==> config.mk <==
export PLATFORM = sky130hd
export DESIGN_NAME = porm_top
export DESIGN_NICKNAME = d
export VERILOG_FILES = /design/src/inc/porm_pkg.sv /design/src/rtl/porm_top.sv /design/src/rtl/porm_sel_reg.sv
export SDC_FILE = /design/constraint.sdc
export NUM_CORES = 1
export LEC_CHECK = 0
export ABC_AREA = 1
export CAP_MARGIN = 10
export CELL_PAD_IN_SITES_DETAIL_PLACEMENT = 1
export CELL_PAD_IN_SITES_GLOBAL_PLACEMENT = 1
export CORE_MARGIN = 4
export CORE_UTILIZATION = 30
export DETAILED_ROUTE_END_ITERATION = 8
export DONT_BUFFER_PORTS = 1
export PLACE_DENSITY = 0.67
export SLEW_MARGIN = 40
export SYNTH_ARGS = -nofsm -noshare
export SYNTH_HDL_FRONTEND = slang
export SYNTH_HIERARCHICAL = 1
export SYNTH_SLANG_ARGS = --single-unit
==> constraint.sdc <==
create_clock -name CLK -period 3 [get_ports CLK]
set_input_delay 0.3 -clock CLK [delete_from_list [all_inputs] [get_ports CLK]]
set_output_delay 0.3 -clock CLK [all_outputs]
set_load 0.005 [all_outputs]
==> src/inc/porm_pkg.sv <==
// Package of constants for the remappable pin output multiplexer.
package porm_pkg;

  // ********************************************************************
  // Register bus and register indices
  // ********************************************************************
  localparam int unsigned ADDR_W = 4;
  localparam logic [3:0] REG_PORT_A_PINS      = 4'h0;
  localparam logic [3:0] REG_PORT_A_LATCH     = 4'h1;
  localparam logic [3:0] REG_PORT_A_DIRECTION = 4'h2;
  localparam logic [3:0] REG_ANALOG_CONFIG_0  = 4'h3;
  localparam logic [3:0] REG_PORT_C_PINS      = 4'h4;
  localparam logic [3:0] REG_PORT_C_LATCH     = 4'h5;
  localparam logic [3:0] REG_PORT_C_DIRECTION = 4'h6;
  localparam logic [3:0] REG_REMAP_SEL_RP2    = 4'h7;
  localparam logic [3:0] REG_REMAP_SEL_RP16   = 4'h8;
  localparam logic [3:0] REG_REMAP_SEL_RP17   = 4'h9;
  localparam logic [3:0] REG_REMAP_SEL_RP18   = 4'hA;

  // ********************************************************************
  // Reset values
  // ********************************************************************
  localparam logic [7:0] RST_LATCH     = 8'h00;
  localparam logic [7:0] RST_DIRECTION = 8'hFF;
  localparam logic [7:0] RST_ANALOG    = 8'h00;
  localparam logic [4:0] SEL_NULL      = 5'h00;

  // ********************************************************************
  // Pin positions and field layout
  // ********************************************************************
  localparam int unsigned SEL_W        = 5;
  localparam int unsigned NUM_REMAP    = 4;
  localparam int unsigned BIT_RA5      = 5;
  localparam int unsigned BIT_RA6      = 6;
  localparam int unsigned BIT_RC5      = 5;
  localparam int unsigned BIT_RC6      = 6;
  localparam int unsigned BIT_RC7      = 7;
  localparam int unsigned ANALOG_PIN_SELECT_BIT_AN4     = 4;
  localparam logic [7:0]  PORT_A_IMPL  = 8'hEF;

  // ********************************************************************
  // Output function numbers
  // ********************************************************************
  localparam logic [4:0] FN_CMP1   = 5'h01;
  localparam logic [4:0] FN_CMP2   = 5'h02;
  localparam logic [4:0] FN_S2TXCK = 5'h05;
  localparam logic [4:0] FN_S2DT   = 5'h06;
  localparam logic [4:0] FN_SPI2DO = 5'h09;
  localparam logic [4:0] FN_SPI2CK = 5'h0A;
  localparam logic [4:0] FN_SERIAL_DMA_SLAVE_SELECT  = 5'h0C;
  localparam logic [4:0] FN_ULPW   = 5'h0D;
  localparam logic [4:0] FN_P1A    = 5'h0E;
  localparam logic [4:0] FN_P1D    = 5'h11;
  localparam logic [4:0] FN_P2A    = 5'h12;
  localparam logic [4:0] FN_P2D    = 5'h15;

  // ********************************************************************
  // Cycle clock divider
  // ********************************************************************
  localparam int unsigned CYC_DIV  = 4;
  localparam int unsigned CYC_HALF = CYC_DIV / 2;

  // Serial unit one modes.
  typedef enum logic [1:0]
  {
    PORM_S1_OFF   = 2'b00,
    PORM_S1_ASYNC = 2'b01,
    PORM_S1_SYNC  = 2'b10
  } porm_s1mode_e;

endpackage

==> src/rtl/porm_top.sv <==
// Port pin functions and remappable peripheral output multiplexer.
`timescale 1ns/1ps
module porm_top
(
  // Clock and reset
  input  wire logic       CLK,
  input  wire logic       RESET,
  // Register port
  input  wire logic [3:0] ADDR,
  input  wire logic [7:0] WDATA,
  input  wire logic       WR,
  input  wire logic       RD,
  output logic      [7:0] RDATA,
  // Port A pins
  input  wire logic [7:0] PA_IN,
  output logic      [7:0] PA_OUT,
  output logic      [7:0] PA_OE,
  // Port C pins
  input  wire logic [7:0] PC_IN,
  output logic      [7:0] PC_OUT,
  output logic      [7:0] PC_OE,
  // Peripheral outputs
  input  wire logic       COMPARATOR_ONE_OUT,
  input  wire logic       COMPARATOR_TWO_OUT,
  input  wire logic       SERIAL2_TX_OR_CLOCK,
  input  wire logic       SERIAL2_SYNC_DATA,
  input  wire logic       SPI_PORT2_DATA_OUT,
  input  wire logic       SPI_PORT2_CLOCK_OUT,
  input  wire logic       SERIAL_DMA_SLAVE_SELECT,
  input  wire logic       LOW_POWER_WAKE_EVENT,
  input  wire logic [3:0] PWM_UNIT1_CHANNELS,
  input  wire logic [3:0] PWM_UNIT2_CHANNELS,
  // Fixed-pin peripherals
  input  wire logic [1:0] SERIAL1_MODE,
  input  wire logic       SERIAL1_ASYNC_TX,
  input  wire logic       SERIAL1_SYNC_CLOCK,
  input  wire logic       SERIAL1_SYNC_DATA,
  input  wire logic       SPI_PORT1_ENABLE,
  input  wire logic       SPI_PORT1_DATA_OUT,
  input  wire logic       CYCLE_CLOCK_MODE,
  // Pin levels back to peripherals
  output logic      [7:0] PA_DIGITAL_IN,
  output logic      [7:0] PC_DIGITAL_IN
);

  // ********************************************************************
  // Register state
  // ********************************************************************
  logic [7:0] lat_a;
  logic [7:0] dir_a;
  logic [7:0] ana_cfg;
  logic [7:0] lat_c;
  logic [7:0] dir_c;
  logic [7:0] next_lat_a;
  logic [7:0] next_dir_a;
  logic [7:0] next_ana_cfg;
  logic [7:0] next_lat_c;
  logic [7:0] next_dir_c;
  logic [7:0] rd_mux;
  logic [7:0] next_rd_mux;
  logic       rd_sel_q;
  logic       sel_wr;
  logic [1:0] sel_idx;
  logic [porm_pkg::SEL_W-1:0] sel_rd;
  logic [porm_pkg::NUM_REMAP*porm_pkg::SEL_W-1:0] sel_flat;
  logic [porm_pkg::NUM_REMAP-1:0] remap_val;
  logic [porm_pkg::NUM_REMAP-1:0] remap_on;
  logic [porm_pkg::NUM_REMAP-1:0] remap_dir;
  logic [1:0] cyc_cnt;
  logic [1:0] next_cyc_cnt;
  logic       cyc_clk;
  logic       next_cyc_clk;
  logic       an4_digital_off;
  porm_pkg::porm_s1mode_e s1_mode;

  // Maps a remap select code to the peripheral output it names.
  function automatic logic route_fn(input logic [porm_pkg::SEL_W-1:0] code,
                                    input logic [15:0] srcs);
    logic r;
    r = 1'b0;
    case (code)
      porm_pkg::FN_CMP1:   r = srcs[0];
      porm_pkg::FN_CMP2:   r = srcs[1];
      porm_pkg::FN_S2TXCK: r = srcs[2];
      porm_pkg::FN_S2DT:   r = srcs[3];
      porm_pkg::FN_SPI2DO: r = srcs[4];
      porm_pkg::FN_SPI2CK: r = srcs[5];
      porm_pkg::FN_SERIAL_DMA_SLAVE_SELECT:  r = srcs[6];
      porm_pkg::FN_ULPW:   r = srcs[7];
      default:
      begin
        if (code >= porm_pkg::FN_P1A && code <= porm_pkg::FN_P1D)
        begin
          r = srcs[8 + 32'(code - porm_pkg::FN_P1A)];
        end
        else if (code >= porm_pkg::FN_P2A && code <= porm_pkg::FN_P2D)
        begin
          r = srcs[12 + 32'(code - porm_pkg::FN_P2A)];
        end
      end
    endcase
    return r;
  endfunction

  // Tells whether a code names an implemented output; null and gaps do not.
  function automatic logic code_valid(input logic [porm_pkg::SEL_W-1:0] code);
    logic v;
    v = (code == porm_pkg::FN_CMP1) || (code == porm_pkg::FN_CMP2) ||
        (code == porm_pkg::FN_S2TXCK) || (code == porm_pkg::FN_S2DT) ||
        (code == porm_pkg::FN_SPI2DO) || (code == porm_pkg::FN_SPI2CK) ||
        (code == porm_pkg::FN_SERIAL_DMA_SLAVE_SELECT) ||
        (code >= porm_pkg::FN_ULPW && code <= porm_pkg::FN_P2D);
    return v;
  endfunction

  // ********************************************************************
  // Register writes
  // ********************************************************************

  // Software writes update latches, directions and analog selection.
  always_comb
  begin
    next_lat_a   = lat_a;
    next_dir_a   = dir_a;
    next_ana_cfg = ana_cfg;
    next_lat_c   = lat_c;
    next_dir_c   = dir_c;
    if (WR)
    begin
      unique case (ADDR)
        porm_pkg::REG_PORT_A_PINS,
        porm_pkg::REG_PORT_A_LATCH:     next_lat_a   = WDATA & porm_pkg::PORT_A_IMPL;
        porm_pkg::REG_PORT_A_DIRECTION: next_dir_a   = WDATA & porm_pkg::PORT_A_IMPL;
        porm_pkg::REG_ANALOG_CONFIG_0:  next_ana_cfg = WDATA;
        porm_pkg::REG_PORT_C_PINS,
        porm_pkg::REG_PORT_C_LATCH:     next_lat_c   = WDATA;
        porm_pkg::REG_PORT_C_DIRECTION: next_dir_c   = WDATA;
        default:                        next_lat_a   = lat_a;
      endcase
    end
  end

  // Directions reset to input; analog bits reset to 0 which selects analog.
  always_ff @(posedge CLK or posedge RESET)
  begin
    if (RESET)
    begin
      lat_a   <= porm_pkg::RST_LATCH;
      dir_a   <= porm_pkg::RST_DIRECTION & porm_pkg::PORT_A_IMPL;
      ana_cfg <= porm_pkg::RST_ANALOG;
      lat_c   <= porm_pkg::RST_LATCH;
      dir_c   <= porm_pkg::RST_DIRECTION;
    end
    else
    begin
      lat_a   <= next_lat_a;
      dir_a   <= next_dir_a;
      ana_cfg <= next_ana_cfg;
      lat_c   <= next_lat_c;
      dir_c   <= next_dir_c;
    end
  end

  // Select register writes are routed to the select store.
  assign sel_wr  = WR && (ADDR >= porm_pkg::REG_REMAP_SEL_RP2) &&
                   (ADDR <= porm_pkg::REG_REMAP_SEL_RP18);
  assign sel_idx = 2'(ADDR - porm_pkg::REG_REMAP_SEL_RP2);

  porm_sel_reg u_sel
  (
    .clk      (CLK),
    .reset    (RESET),
    .wr_en    (sel_wr),
    .wr_idx   (sel_idx),
    .wr_data  (WDATA[porm_pkg::SEL_W-1:0]),
    .rd_idx   (sel_idx),
    .rd_data  (sel_rd),
    .sel_flat (sel_flat)
  );

  // ********************************************************************
  // Register reads
  // ********************************************************************

  // Read data is registered; select reads come from the memory register.
  always_comb
  begin
    next_rd_mux = 8'h00;
    if (RD)
    begin
      unique case (ADDR)
        porm_pkg::REG_PORT_A_PINS:      next_rd_mux = PA_DIGITAL_IN;
        porm_pkg::REG_PORT_A_LATCH:     next_rd_mux = lat_a;
        porm_pkg::REG_PORT_A_DIRECTION: next_rd_mux = dir_a;
        porm_pkg::REG_ANALOG_CONFIG_0:  next_rd_mux = ana_cfg;
        porm_pkg::REG_PORT_C_PINS:      next_rd_mux = PC_DIGITAL_IN;
        porm_pkg::REG_PORT_C_LATCH:     next_rd_mux = lat_c;
        porm_pkg::REG_PORT_C_DIRECTION: next_rd_mux = dir_c;
        default:                        next_rd_mux = 8'h00;
      endcase
    end
  end

  always_ff @(posedge CLK or posedge RESET)
  begin
    if (RESET)
    begin
      rd_mux   <= 8'h00;
      rd_sel_q <= 1'b0;
    end
    else
    begin
      rd_mux   <= next_rd_mux;
      rd_sel_q <= RD && (ADDR >= porm_pkg::REG_REMAP_SEL_RP2) &&
                  (ADDR <= porm_pkg::REG_REMAP_SEL_RP18);
    end
  end

  // Read data stands only in the cycle after the read strobe.
  assign RDATA = rd_sel_q ? {3'h0, sel_rd} : rd_mux;

  // ********************************************************************
  // Cycle clock divider
  // ********************************************************************

  // Quarter-rate square wave, with one clock standing for the oscillator.
  always_comb
  begin
    next_cyc_cnt = cyc_cnt + 2'h1;
    next_cyc_clk = (next_cyc_cnt < 2'(porm_pkg::CYC_HALF));
  end

  always_ff @(posedge CLK or posedge RESET)
  begin
    if (RESET)
    begin
      // Count zero sits in the high half, so the first high phase is full length.
      cyc_cnt <= 2'h0;
      cyc_clk <= 1'b1;
    end
    else
    begin
      cyc_cnt <= next_cyc_cnt;
      cyc_clk <= next_cyc_clk;
    end
  end

  // ********************************************************************
  // Remappable pin outputs
  // ********************************************************************
  assign remap_dir = {dir_c[porm_pkg::BIT_RC7], dir_c[porm_pkg::BIT_RC6],
                      dir_c[porm_pkg::BIT_RC5], dir_a[porm_pkg::BIT_RA5]};

  // Each pin picks its own source; null or unused codes give no drive.
  generate
    for (genvar g = 0; g < porm_pkg::NUM_REMAP; g++)
    begin : g_remap
      logic [porm_pkg::SEL_W-1:0] code;
      assign code = sel_flat[g*porm_pkg::SEL_W +: porm_pkg::SEL_W];
      assign remap_val[g] = route_fn(code, {PWM_UNIT2_CHANNELS, PWM_UNIT1_CHANNELS,
                                            LOW_POWER_WAKE_EVENT, SERIAL_DMA_SLAVE_SELECT,
                                            SPI_PORT2_CLOCK_OUT, SPI_PORT2_DATA_OUT,
                                            SERIAL2_SYNC_DATA, SERIAL2_TX_OR_CLOCK,
                                            COMPARATOR_TWO_OUT, COMPARATOR_ONE_OUT});
      assign remap_on[g] = code_valid(code) && !remap_dir[g];
    end
  endgenerate

  // ********************************************************************
  // Pin drivers
  // ********************************************************************
  assign s1_mode = porm_pkg::porm_s1mode_e'(SERIAL1_MODE);

  // Peripheral outputs win over latch data; direction 1 tristates the pin, except PA6 in cycle clock mode.
  always_comb
  begin
    PA_OUT = lat_a;
    PA_OE  = ~dir_a & porm_pkg::PORT_A_IMPL;
    PC_OUT = lat_c;
    PC_OE  = ~dir_c;
    if (remap_on[0])
    begin
      PA_OUT[porm_pkg::BIT_RA5] = remap_val[0];
    end
    if (CYCLE_CLOCK_MODE)
    begin
      PA_OUT[porm_pkg::BIT_RA6] = cyc_clk;
      PA_OE[porm_pkg::BIT_RA6]  = 1'b1;
    end
    if (SPI_PORT1_ENABLE && !dir_c[porm_pkg::BIT_RC5])
    begin
      PC_OUT[porm_pkg::BIT_RC5] = SPI_PORT1_DATA_OUT;
    end
    else if (remap_on[1])
    begin
      PC_OUT[porm_pkg::BIT_RC5] = remap_val[1];
    end
    if (s1_mode == porm_pkg::PORM_S1_ASYNC)
    begin
      PC_OUT[porm_pkg::BIT_RC6] = SERIAL1_ASYNC_TX;
    end
    else if (s1_mode == porm_pkg::PORM_S1_SYNC)
    begin
      PC_OUT[porm_pkg::BIT_RC6] = SERIAL1_SYNC_CLOCK;
    end
    else if (remap_on[2])
    begin
      PC_OUT[porm_pkg::BIT_RC6] = remap_val[2];
    end
    if (s1_mode == porm_pkg::PORM_S1_SYNC)
    begin
      PC_OUT[porm_pkg::BIT_RC7] = SERIAL1_SYNC_DATA;
    end
    else if (remap_on[3])
    begin
      PC_OUT[porm_pkg::BIT_RC7] = remap_val[3];
    end
  end

  // Analog selection blanks the digital input of the channel four pin.
  assign an4_digital_off = !ana_cfg[porm_pkg::ANALOG_PIN_SELECT_BIT_AN4];
  always_comb
  begin
    PA_DIGITAL_IN = PA_IN & porm_pkg::PORT_A_IMPL;
    PC_DIGITAL_IN = PC_IN;
    if (an4_digital_off)
    begin
      PA_DIGITAL_IN[porm_pkg::BIT_RA5] = 1'b0;
    end
  end

  // ********************************************************************
  // Assertions
  // ********************************************************************
  property p_null_no_drive;
    @(posedge CLK) disable iff (RESET)
    (sel_flat[4:0] == porm_pkg::SEL_NULL) |-> !remap_on[0];
  endproperty
  a_null_no_drive: assert property (p_null_no_drive) else $error("null select drove pin");

  property p_cmp1_route;
    @(posedge CLK) disable iff (RESET)
    (sel_flat[4:0] == porm_pkg::FN_CMP1 && !dir_a[porm_pkg::BIT_RA5] && !an4_digital_off)
      |-> PA_OUT[porm_pkg::BIT_RA5] == COMPARATOR_ONE_OUT;
  endproperty
  a_cmp1_route: assert property (p_cmp1_route) else $error("comparator one not routed");

  property p_sel_write;
    @(posedge CLK) disable iff (RESET)
    (WR && ADDR == porm_pkg::REG_REMAP_SEL_RP17) |=> sel_flat[14:10] == $past(WDATA[4:0]);
  endproperty
  a_sel_write: assert property (p_sel_write) else $error("select write lost");

  property p_input_tristate;
    @(posedge CLK) disable iff (RESET)
    dir_c[porm_pkg::BIT_RC7] |-> !PC_OE[porm_pkg::BIT_RC7];
  endproperty
  a_input_tristate: assert property (p_input_tristate) else $error("input pin driven");

  property p_tx_priority;
    @(posedge CLK) disable iff (RESET)
    (s1_mode == porm_pkg::PORM_S1_ASYNC) |-> PC_OUT[porm_pkg::BIT_RC6] == SERIAL1_ASYNC_TX;
  endproperty
  a_tx_priority: assert property (p_tx_priority) else $error("tx lost priority");

  property p_sync_data;
    @(posedge CLK) disable iff (RESET)
    (s1_mode == porm_pkg::PORM_S1_SYNC) |-> PC_OUT[porm_pkg::BIT_RC7] == SERIAL1_SYNC_DATA;
  endproperty
  a_sync_data: assert property (p_sync_data) else $error("sync data lost priority");

  property p_cycle_clock;
    @(posedge CLK) disable iff (RESET)
    CYCLE_CLOCK_MODE && $rose(cyc_clk) |=> cyc_clk ##1 !cyc_clk[*2] ##1 cyc_clk;
  endproperty
  a_cycle_clock: assert property (p_cycle_clock) else $error("cycle clock not quarter rate");

  property p_read_latency;
    @(posedge CLK) disable iff (RESET)
    (RD && ADDR == porm_pkg::REG_PORT_C_LATCH) |=> RDATA == $past(lat_c);
  endproperty
  a_read_latency: assert property (p_read_latency) else $error("read data wrong");

  c_remap_pwm: cover property (@(posedge CLK) remap_on[1] && sel_flat[9:5] == porm_pkg::FN_P2D);
  c_sync_mode: cover property (@(posedge CLK) s1_mode == porm_pkg::PORM_S1_SYNC);
  c_analog_off: cover property (@(posedge CLK) !an4_digital_off);

endmodule

==> src/rtl/porm_sel_reg.sv <==
// Per-pin remap select registers with registered read port.
`timescale 1ns/1ps
module porm_sel_reg
(
  // Clock and reset
  input  wire logic                                      clk,
  input  wire logic                                      reset,
  // Write port
  input  wire logic                                      wr_en,
  input  wire logic [1:0]                                wr_idx,
  input  wire logic [porm_pkg::SEL_W-1:0]                wr_data,
  // Read port
  input  wire logic [1:0]                                rd_idx,
  output logic      [porm_pkg::SEL_W-1:0]                rd_data,
  // All selects in parallel
  output logic      [porm_pkg::NUM_REMAP*porm_pkg::SEL_W-1:0] sel_flat
);

  logic [porm_pkg::SEL_W-1:0] sel      [porm_pkg::NUM_REMAP];
  logic [porm_pkg::SEL_W-1:0] next_sel [porm_pkg::NUM_REMAP];
  logic [porm_pkg::SEL_W-1:0] next_rd;

  // Next values: a write replaces one field, a read copies one field.
  always_comb
  begin
    for (int i = 0; i < porm_pkg::NUM_REMAP; i++)
    begin
      next_sel[i] = sel[i];
    end
    if (wr_en)
    begin
      next_sel[wr_idx] = wr_data;
    end
    next_rd = sel[rd_idx];
  end

  // Every field clears to the null code, so no pin is driven by a remappable peripheral.
  always_ff @(posedge clk or posedge reset)
  begin
    if (reset)
    begin
      for (int i = 0; i < porm_pkg::NUM_REMAP; i++)
      begin
        sel[i] <= porm_pkg::SEL_NULL;
      end
      rd_data <= porm_pkg::SEL_NULL;
    end
    else
    begin
      for (int i = 0; i < porm_pkg::NUM_REMAP; i++)
      begin
        sel[i] <= next_sel[i];
      end
      rd_data <= next_rd;
    end
  end

  // Flatten for the pin multiplexers.
  generate
    for (genvar g = 0; g < porm_pkg::NUM_REMAP; g++)
    begin : g_flat
      assign sel_flat[g*porm_pkg::SEL_W +: porm_pkg::SEL_W] = sel[g];
    end
  endgenerate

endmodule

* Word-level counts from Yosys, hierarchy flattened
Cells that the tools add are included.
Storage, ports and cells: output and inout port bits 56, input port bits 56, flip-flop bits (word level) 75, logic and storage cells 218
Cells by class: equal/unequal tests 40, add/sub/neg operators 18, $lt $le $gt $ge 33, bitwise logic cells 3, multiplexer cells 48, reductions and logical operators 62
Operator list (count):
- < comparator 32 x 5 -> 1 bit, second input constant | 8
- == test 5 x 4 -> 1 bit, second input constant | 16
- adder 5 x 6 -> 7 bit, first input constant | 8
- case mux 8 bit (7 select lines) | 1
- == test 5 x 3 -> 1 bit, second input constant | 8
- greater-or-equal comparator 5 x 4 -> 1 bit, second input constant | 8
- <= comparator 5 bit, second input constant | 8
- binary-select mux 1 bit (select 4 bit) | 8
- case mux 1 bit (8 select lines) | 4
- logical OR 1 bit | 28
- two-way mux 1 bit | 27
- subtractor 5 x 4 -> 6 bit, second input constant | 4
- subtractor 5 x 5 -> 6 bit, second input constant | 4
- logical AND 1 bit | 22
- bitwise mux 20 bit | 1
- == test 5 x 1 -> 1 bit, second input constant | 4
- == test 5 x 2 -> 1 bit, second input constant | 4
- greater-or-equal comparator 5 bit, second input constant | 4
- two-way mux 8 bit | 2
- inverter 8 bit | 2
- two-way mux 5 bit | 3
- == test 4 x 3 -> 1 bit, second input constant | 3
- binary-select mux 5 bit (select 2 bit) | 1
- demux 5 bit (select 2 bit) | 1
- other kinds (16) | 25

* Depth between registers and ports, before layout
depth in word-level cells 12, gate-level depth with buffers 14, gate-level depth less buffers 14

* Cells and area by module
Netlist, hierarchy kept.
Modules (own cells, without submodules):
- porm_top | instances 1, seq. area each 1271.2 sq um, area each 4764.6 sq um, cells an instance 757
- porm_sel_reg | instances 1, seq. area each 625.6 sq um, area each 1272.5 sq um, cells an instance 156

* Worst setup path after synthesis
Ideal clock, no wire load.
kind reg2out, from register u_sel.sel (netlist bit u_sel/sel_flat[6]), to output port PC_OUT[5], arrival 1.678 ns, setup slack 1.022 ns, stages on the path, launching flop included 11, data required time 2.700 ns, buffers on the path 0, cell sequence dfrtp_1 > inv_2 > ha_1 > or2_2 > nand3_1 > nand2_1 > nand3b_1 > nand3_1 > nand3_1 > nand2_1 > a21oi_1
Between the ends: word-level cells in the longest chain between the ends 11, elaborated cells on any way between the ends 37, classes of those cells add/sub (4); order compare (5); eq/ne (8); mux (9); reduce/logical (11)
Ends and longest elaborated chain:
- from (decl) | RTL line porm_sel_reg.sv:19 | logic [porm_pkg::SEL_W-1:0] sel [porm_pkg::NUM_REMAP];
- from (signal, indexed assignment) | RTL line porm_sel_reg.sv:44 | sel[i] <= porm_pkg::SEL_NULL;
- from (signal, indexed assignment) | RTL line porm_sel_reg.sv:52 | sel[i] <= next_sel[i];
- parallel branches: the longest is 9 deep, another holds adder 5 x 6 -> 7 bit
- two-way mux 1 bit (*) | RTL line porm_top.sv:294 | else if (remap_on[1])
- two-way mux 1 bit (*) | RTL line porm_top.sv:290 | if (SPI_PORT1_ENABLE && !dir_c[porm_pkg::BIT_RC5])
- to (decl) | RTL line porm_top.sv:20 | output logic [7:0] PC_OUT,
Mark *: on every way between the ends. The select of a mux whose other input is x is not followed.

* Final worst setup path
from register u_sel.sel (netlist bit u_sel/sel_flat[17]), to output port PC_OUT[7]
Between the ends: word-level cells in the longest chain between the ends 11, elaborated cells on any way between the ends 37, classes of those cells add/sub (4); order compare (5); eq/ne (8); mux (9); reduce/logical (11)
Ends and longest elaborated chain:
- parallel branches: the longest is 9 deep, another holds adder 5 x 6 -> 7 bit
- two-way mux 1 bit (*) | RTL line porm_top.sv:314 | else if (remap_on[3])
- two-way mux 1 bit (*) | RTL line porm_top.sv:310 | if (s1_mode == porm_pkg::PORM_S1_SYNC)
Marked as above.

==> results.json <==
{
  "netlist_instances": 913,
  "p_clk_share_pct": 24.2,
  "setup.reg_to_reg.worst_slack_ns": 1.38,
  "num-nets-final": 966,
  "power.switching_w": 0.00198,
  "root_buffer": "clkbuf_16",
  "p_sw_share_pct": 43.2,
  "skew_ns": 0.0114,
  "crit_type": "flop to primary output",
  "timing.final.ws_setup_ns": 0.390,
  "finish.utilization_pct": 32.7,
  "num_rows": 51,
  "clkLatencyLatePin_ns": 0.33,
  "ant_nets": 0,
  "hold_depth": 2,
  "required_ns": 2.70,
  "period_share_pct": 87.0,
  "die_area_mm2": 0.0225,
  "htree_levels": 3,
  "final_cell_mix": "nand2_1 (252), inv_1 (128), nand3_1 (96)",
  "place.port_buffers": 0,
  "synth.top_cell.area_share_pct": 24.5,
  "min_path_type": "input pin to flop",
  "async_flop_share_pct": 100,
  "slew_headroom_pct": 44.0,
  "worstMarginPinSlew_ns": 0.819,
  "routed_via_density": 5.07,
  "cts_made_buffers": 9,
  "grt_overflow": 0,
  "drc": 0,
  "setup_tns_ns": 0,
  "crit_chain": "inv_1 -> ha_1 -> inv_1 -> a21oi_1 -> nand3_1 -> nand3b_1 -> nand3_1 -> nand3_1 -> nand2_1 -> a21oi_1",
  "worstReg2RegEnd": "rd_mux[2]",
  "report.final.hold_viol_count": 0,
  "cts_tree": "done",
  "vdd_ir_drop_max_uv": 307,
  "ys_types": 42,
  "crit_top_cell": "nand3_1",
  "die_h_um": 150,
  "dp_hpwl_um": 16500,
  "status": "finished, final reports clean",
  "cp-start-kind": "flop",
  "antennaDiodeCount": 0,
  "grt_pass1_wl_um": 32900,
  "core_mm2": 0.0197,
  "r2r_cells": 4,
  "maxCapViolations": 0,
  "grt_pass1_vias": 5866,
  "slew_viol_final": 0,
  "synth-edff-count": 0,
  "wl_per_cell_um": 18.1,
  "final_common_cell": "nand2_1",
  "powerDensity_mw_per_mm2": 715,
  "period_needed_ns": 2.61,
  "cp-end-kind": "primary output",
  "die_w_um": 150,
  "avgSynthCellArea_um2": 6.61,
  "rsz0062_at_grt": "false",
  "clockBufferDepth": 2,
  "first_iter_violations": 255,
  "antenna_found_initial": 0,
  "hold-worst-slack_ns": 0.105,
  "hp-start": "WDATA[4]",
  "intPower_w": 0.00261,
  "crit_family": "simple AND/OR/NAND/NOR gates",
  "vias": 5865,
  "final_layout_size_suffix_gt1_share_pct": 8.98,
  "yosysSeqAreaShare_pct": 31.4,
  "area_growth_pct": 6.38,
  "grt_start_max_net_pins": 51,
  "cpPeakStageDelay_ns": 0.46,
  "synth_area_mm2": 0.00604,
  "crit_slowest_cell": "dfrtp_1",
  "first_pass_iters": 5,
  "cp_data_arrival_time_ns": 2.31,
  "cp_max_fo": 7,
  "start_util_pct": 30.7,
  "cts.sinks": 75,
  "power_frac_comb_pct": 42.0,
  "pwr-share-seq_pct": 33.8,
  "gp_congestion": 0.873,
  "pre_cts_ws_ns": 0.719,
  "min_to": "u_sel/sel_flat[19]",
  "routed_wirelength_um": 21000,
  "critPathBufInv": 2,
  "synth_ff_type": "dfrtp_1",
  "fill_cells": 2547,
  "grt.total_usage_pct": 18.7,
  "synth_largest_area_cell": "dfrtp_1",
  "cts_setup_buffers": 0,
  "fmax_mhz": 383,
  "r2r-start": "lat_c[2]",
  "ios": 112,
  "setup_viol": 0,
  "clk_pin_slew_ns": 0.05,
  "synth_seq_cells": 75,
  "p_leak_nw": 3.18,
  "yosysWarnings": 6,
  "synth_area_leaders": "dfrtp_1 (24%), nand2_1 (16%), inv_1 (8.1%), nand3_1 (8.0%), dfstp_2 (7.0%)"
}
==> area by class of cell <==
type                       count  area [µm²]  share of cell area (%)
sequential                    75        1900                    29.5
timing repair buffer          14         108                    1.68
tap                          265         332                    5.16
multi-input combinational    641        3220                    50.1
inverter                     145         559                    8.71
clock buffer                  13         260                    4.05
clock inverter                 3        46.3                   0.721
==> worst max path at each step <==
stage | startpoint | to | slack, ns | cells after the start
final | u_sel/sel_flat[17] | PC_OUT[7] | 0.39 | 10
after global routing | u_sel/sel_flat[11] | PC_OUT[6] | 0.11 | 12
after CTS | u_sel/sel_flat[11] | PC_OUT[6] | 0.35 | 12
after detailed placement | u_sel/sel_flat[11] | PC_OUT[6] | 0.72 | 12
after global placement | u_sel/sel_flat[11] | PC_OUT[6] | 0.73 | 12
after floorplan | u_sel/sel_flat[6] | PC_OUT[5] | 1.02 | 10
==> layer usage <==
metal	part of all wire, %	vias up	track usage [%]
li1	-	2857	-
met1	45	2835	25.5
met2	46	146	29.9
met3	5.9	27	3.79
met4	2.2	0	5.54
met5	0	-	0
==> worst register-to-register path: stages, from the launching register on <==
cell,delay (ns)
dfrtp_1,0.42
nand3_1,0.10
o21ai_0,0.11
a2111oi_0,0.76
nor2_1,0.09
==> cell usage after synthesis (2+ instances only) <==
library cell  instances
nor3_1                4
nand2_2               2
buf_8                 2
mux2_2                5
nor2_1               55
dfstp_2              16
o21ai_0              69
nor2_2                5
ha_1                 24
o22ai_1              10
inv_1               130
buf_6                 4
a21oi_1              34
inv_2                11
o21ai_1              24
clkinv_1              2
buf_4                30
nand2_1             252
buf_2                11
a31oi_1               4
nand3_2               3
nand3_1              96
nand3b_1              5
xor2_1                3
dfrtp_1              59
o211ai_1              4
clkbuf_1              7
nand4_1              20
a2111oi_0             4
xnor2_1               4
a211oi_1              3
==> through the flow <==
step	power, W	area [µm²]	std cells
2_1_floorplan	0.00296	6040	915
3_5_place_dp	0.00349	6100	1139
4_1_cts	0.00462	6420	1156
3_3_place_gp	0.00345	6100	1139
6_report	0.00459	6420	1156
5_1_grt	0.00499	6420	1156
==> state kept, by name (all words and copies together), names as in the netlist <==
signal / count
cyc_clk: 1
u_sel/sel_flat: 20
ana_cfg: 8
dir_c: 8
lat_c: 8
cyc_cnt: 2
rd_mux: 8
lat_a: 7
u_sel/rd_data: 5
rd_sel_q: 1
dir_a: 7
==> logic make-up after synthesis <==
family	synth area share, %
XOR/XNOR	1.02
adder cells (fa/ha/maj)	4.97
multiplexers	0.933
AND/OR/NAND/NOR	32.4
buffers and inverters	15.5
AO/OA/AOI/OAI	13.7
other	0.0621
flip-flops	31.4
==> power by group through the flow <==
stage | Clock, W | Combinational, W | Sequential, W
2_1_floorplan | 0 | 0.00155 | 0.00141
3_3_place_gp | 0 | 0.00189 | 0.00156
3_5_place_dp | 0 | 0.00192 | 0.00157
4_1_cts | 0.00113 | 0.00194 | 0.00155
5_1_grt | 0.00119 | 0.00222 | 0.00159
6_report | 0.00111 | 0.00193 | 0.00155
==> what timing repair did <==
action	in CTS	in global routing
gates resized for setup	0	0
endpoints found under the hold margin	59	0
hold buffers	1	0
Note: power is estimated with default switching activity, not from simulation.
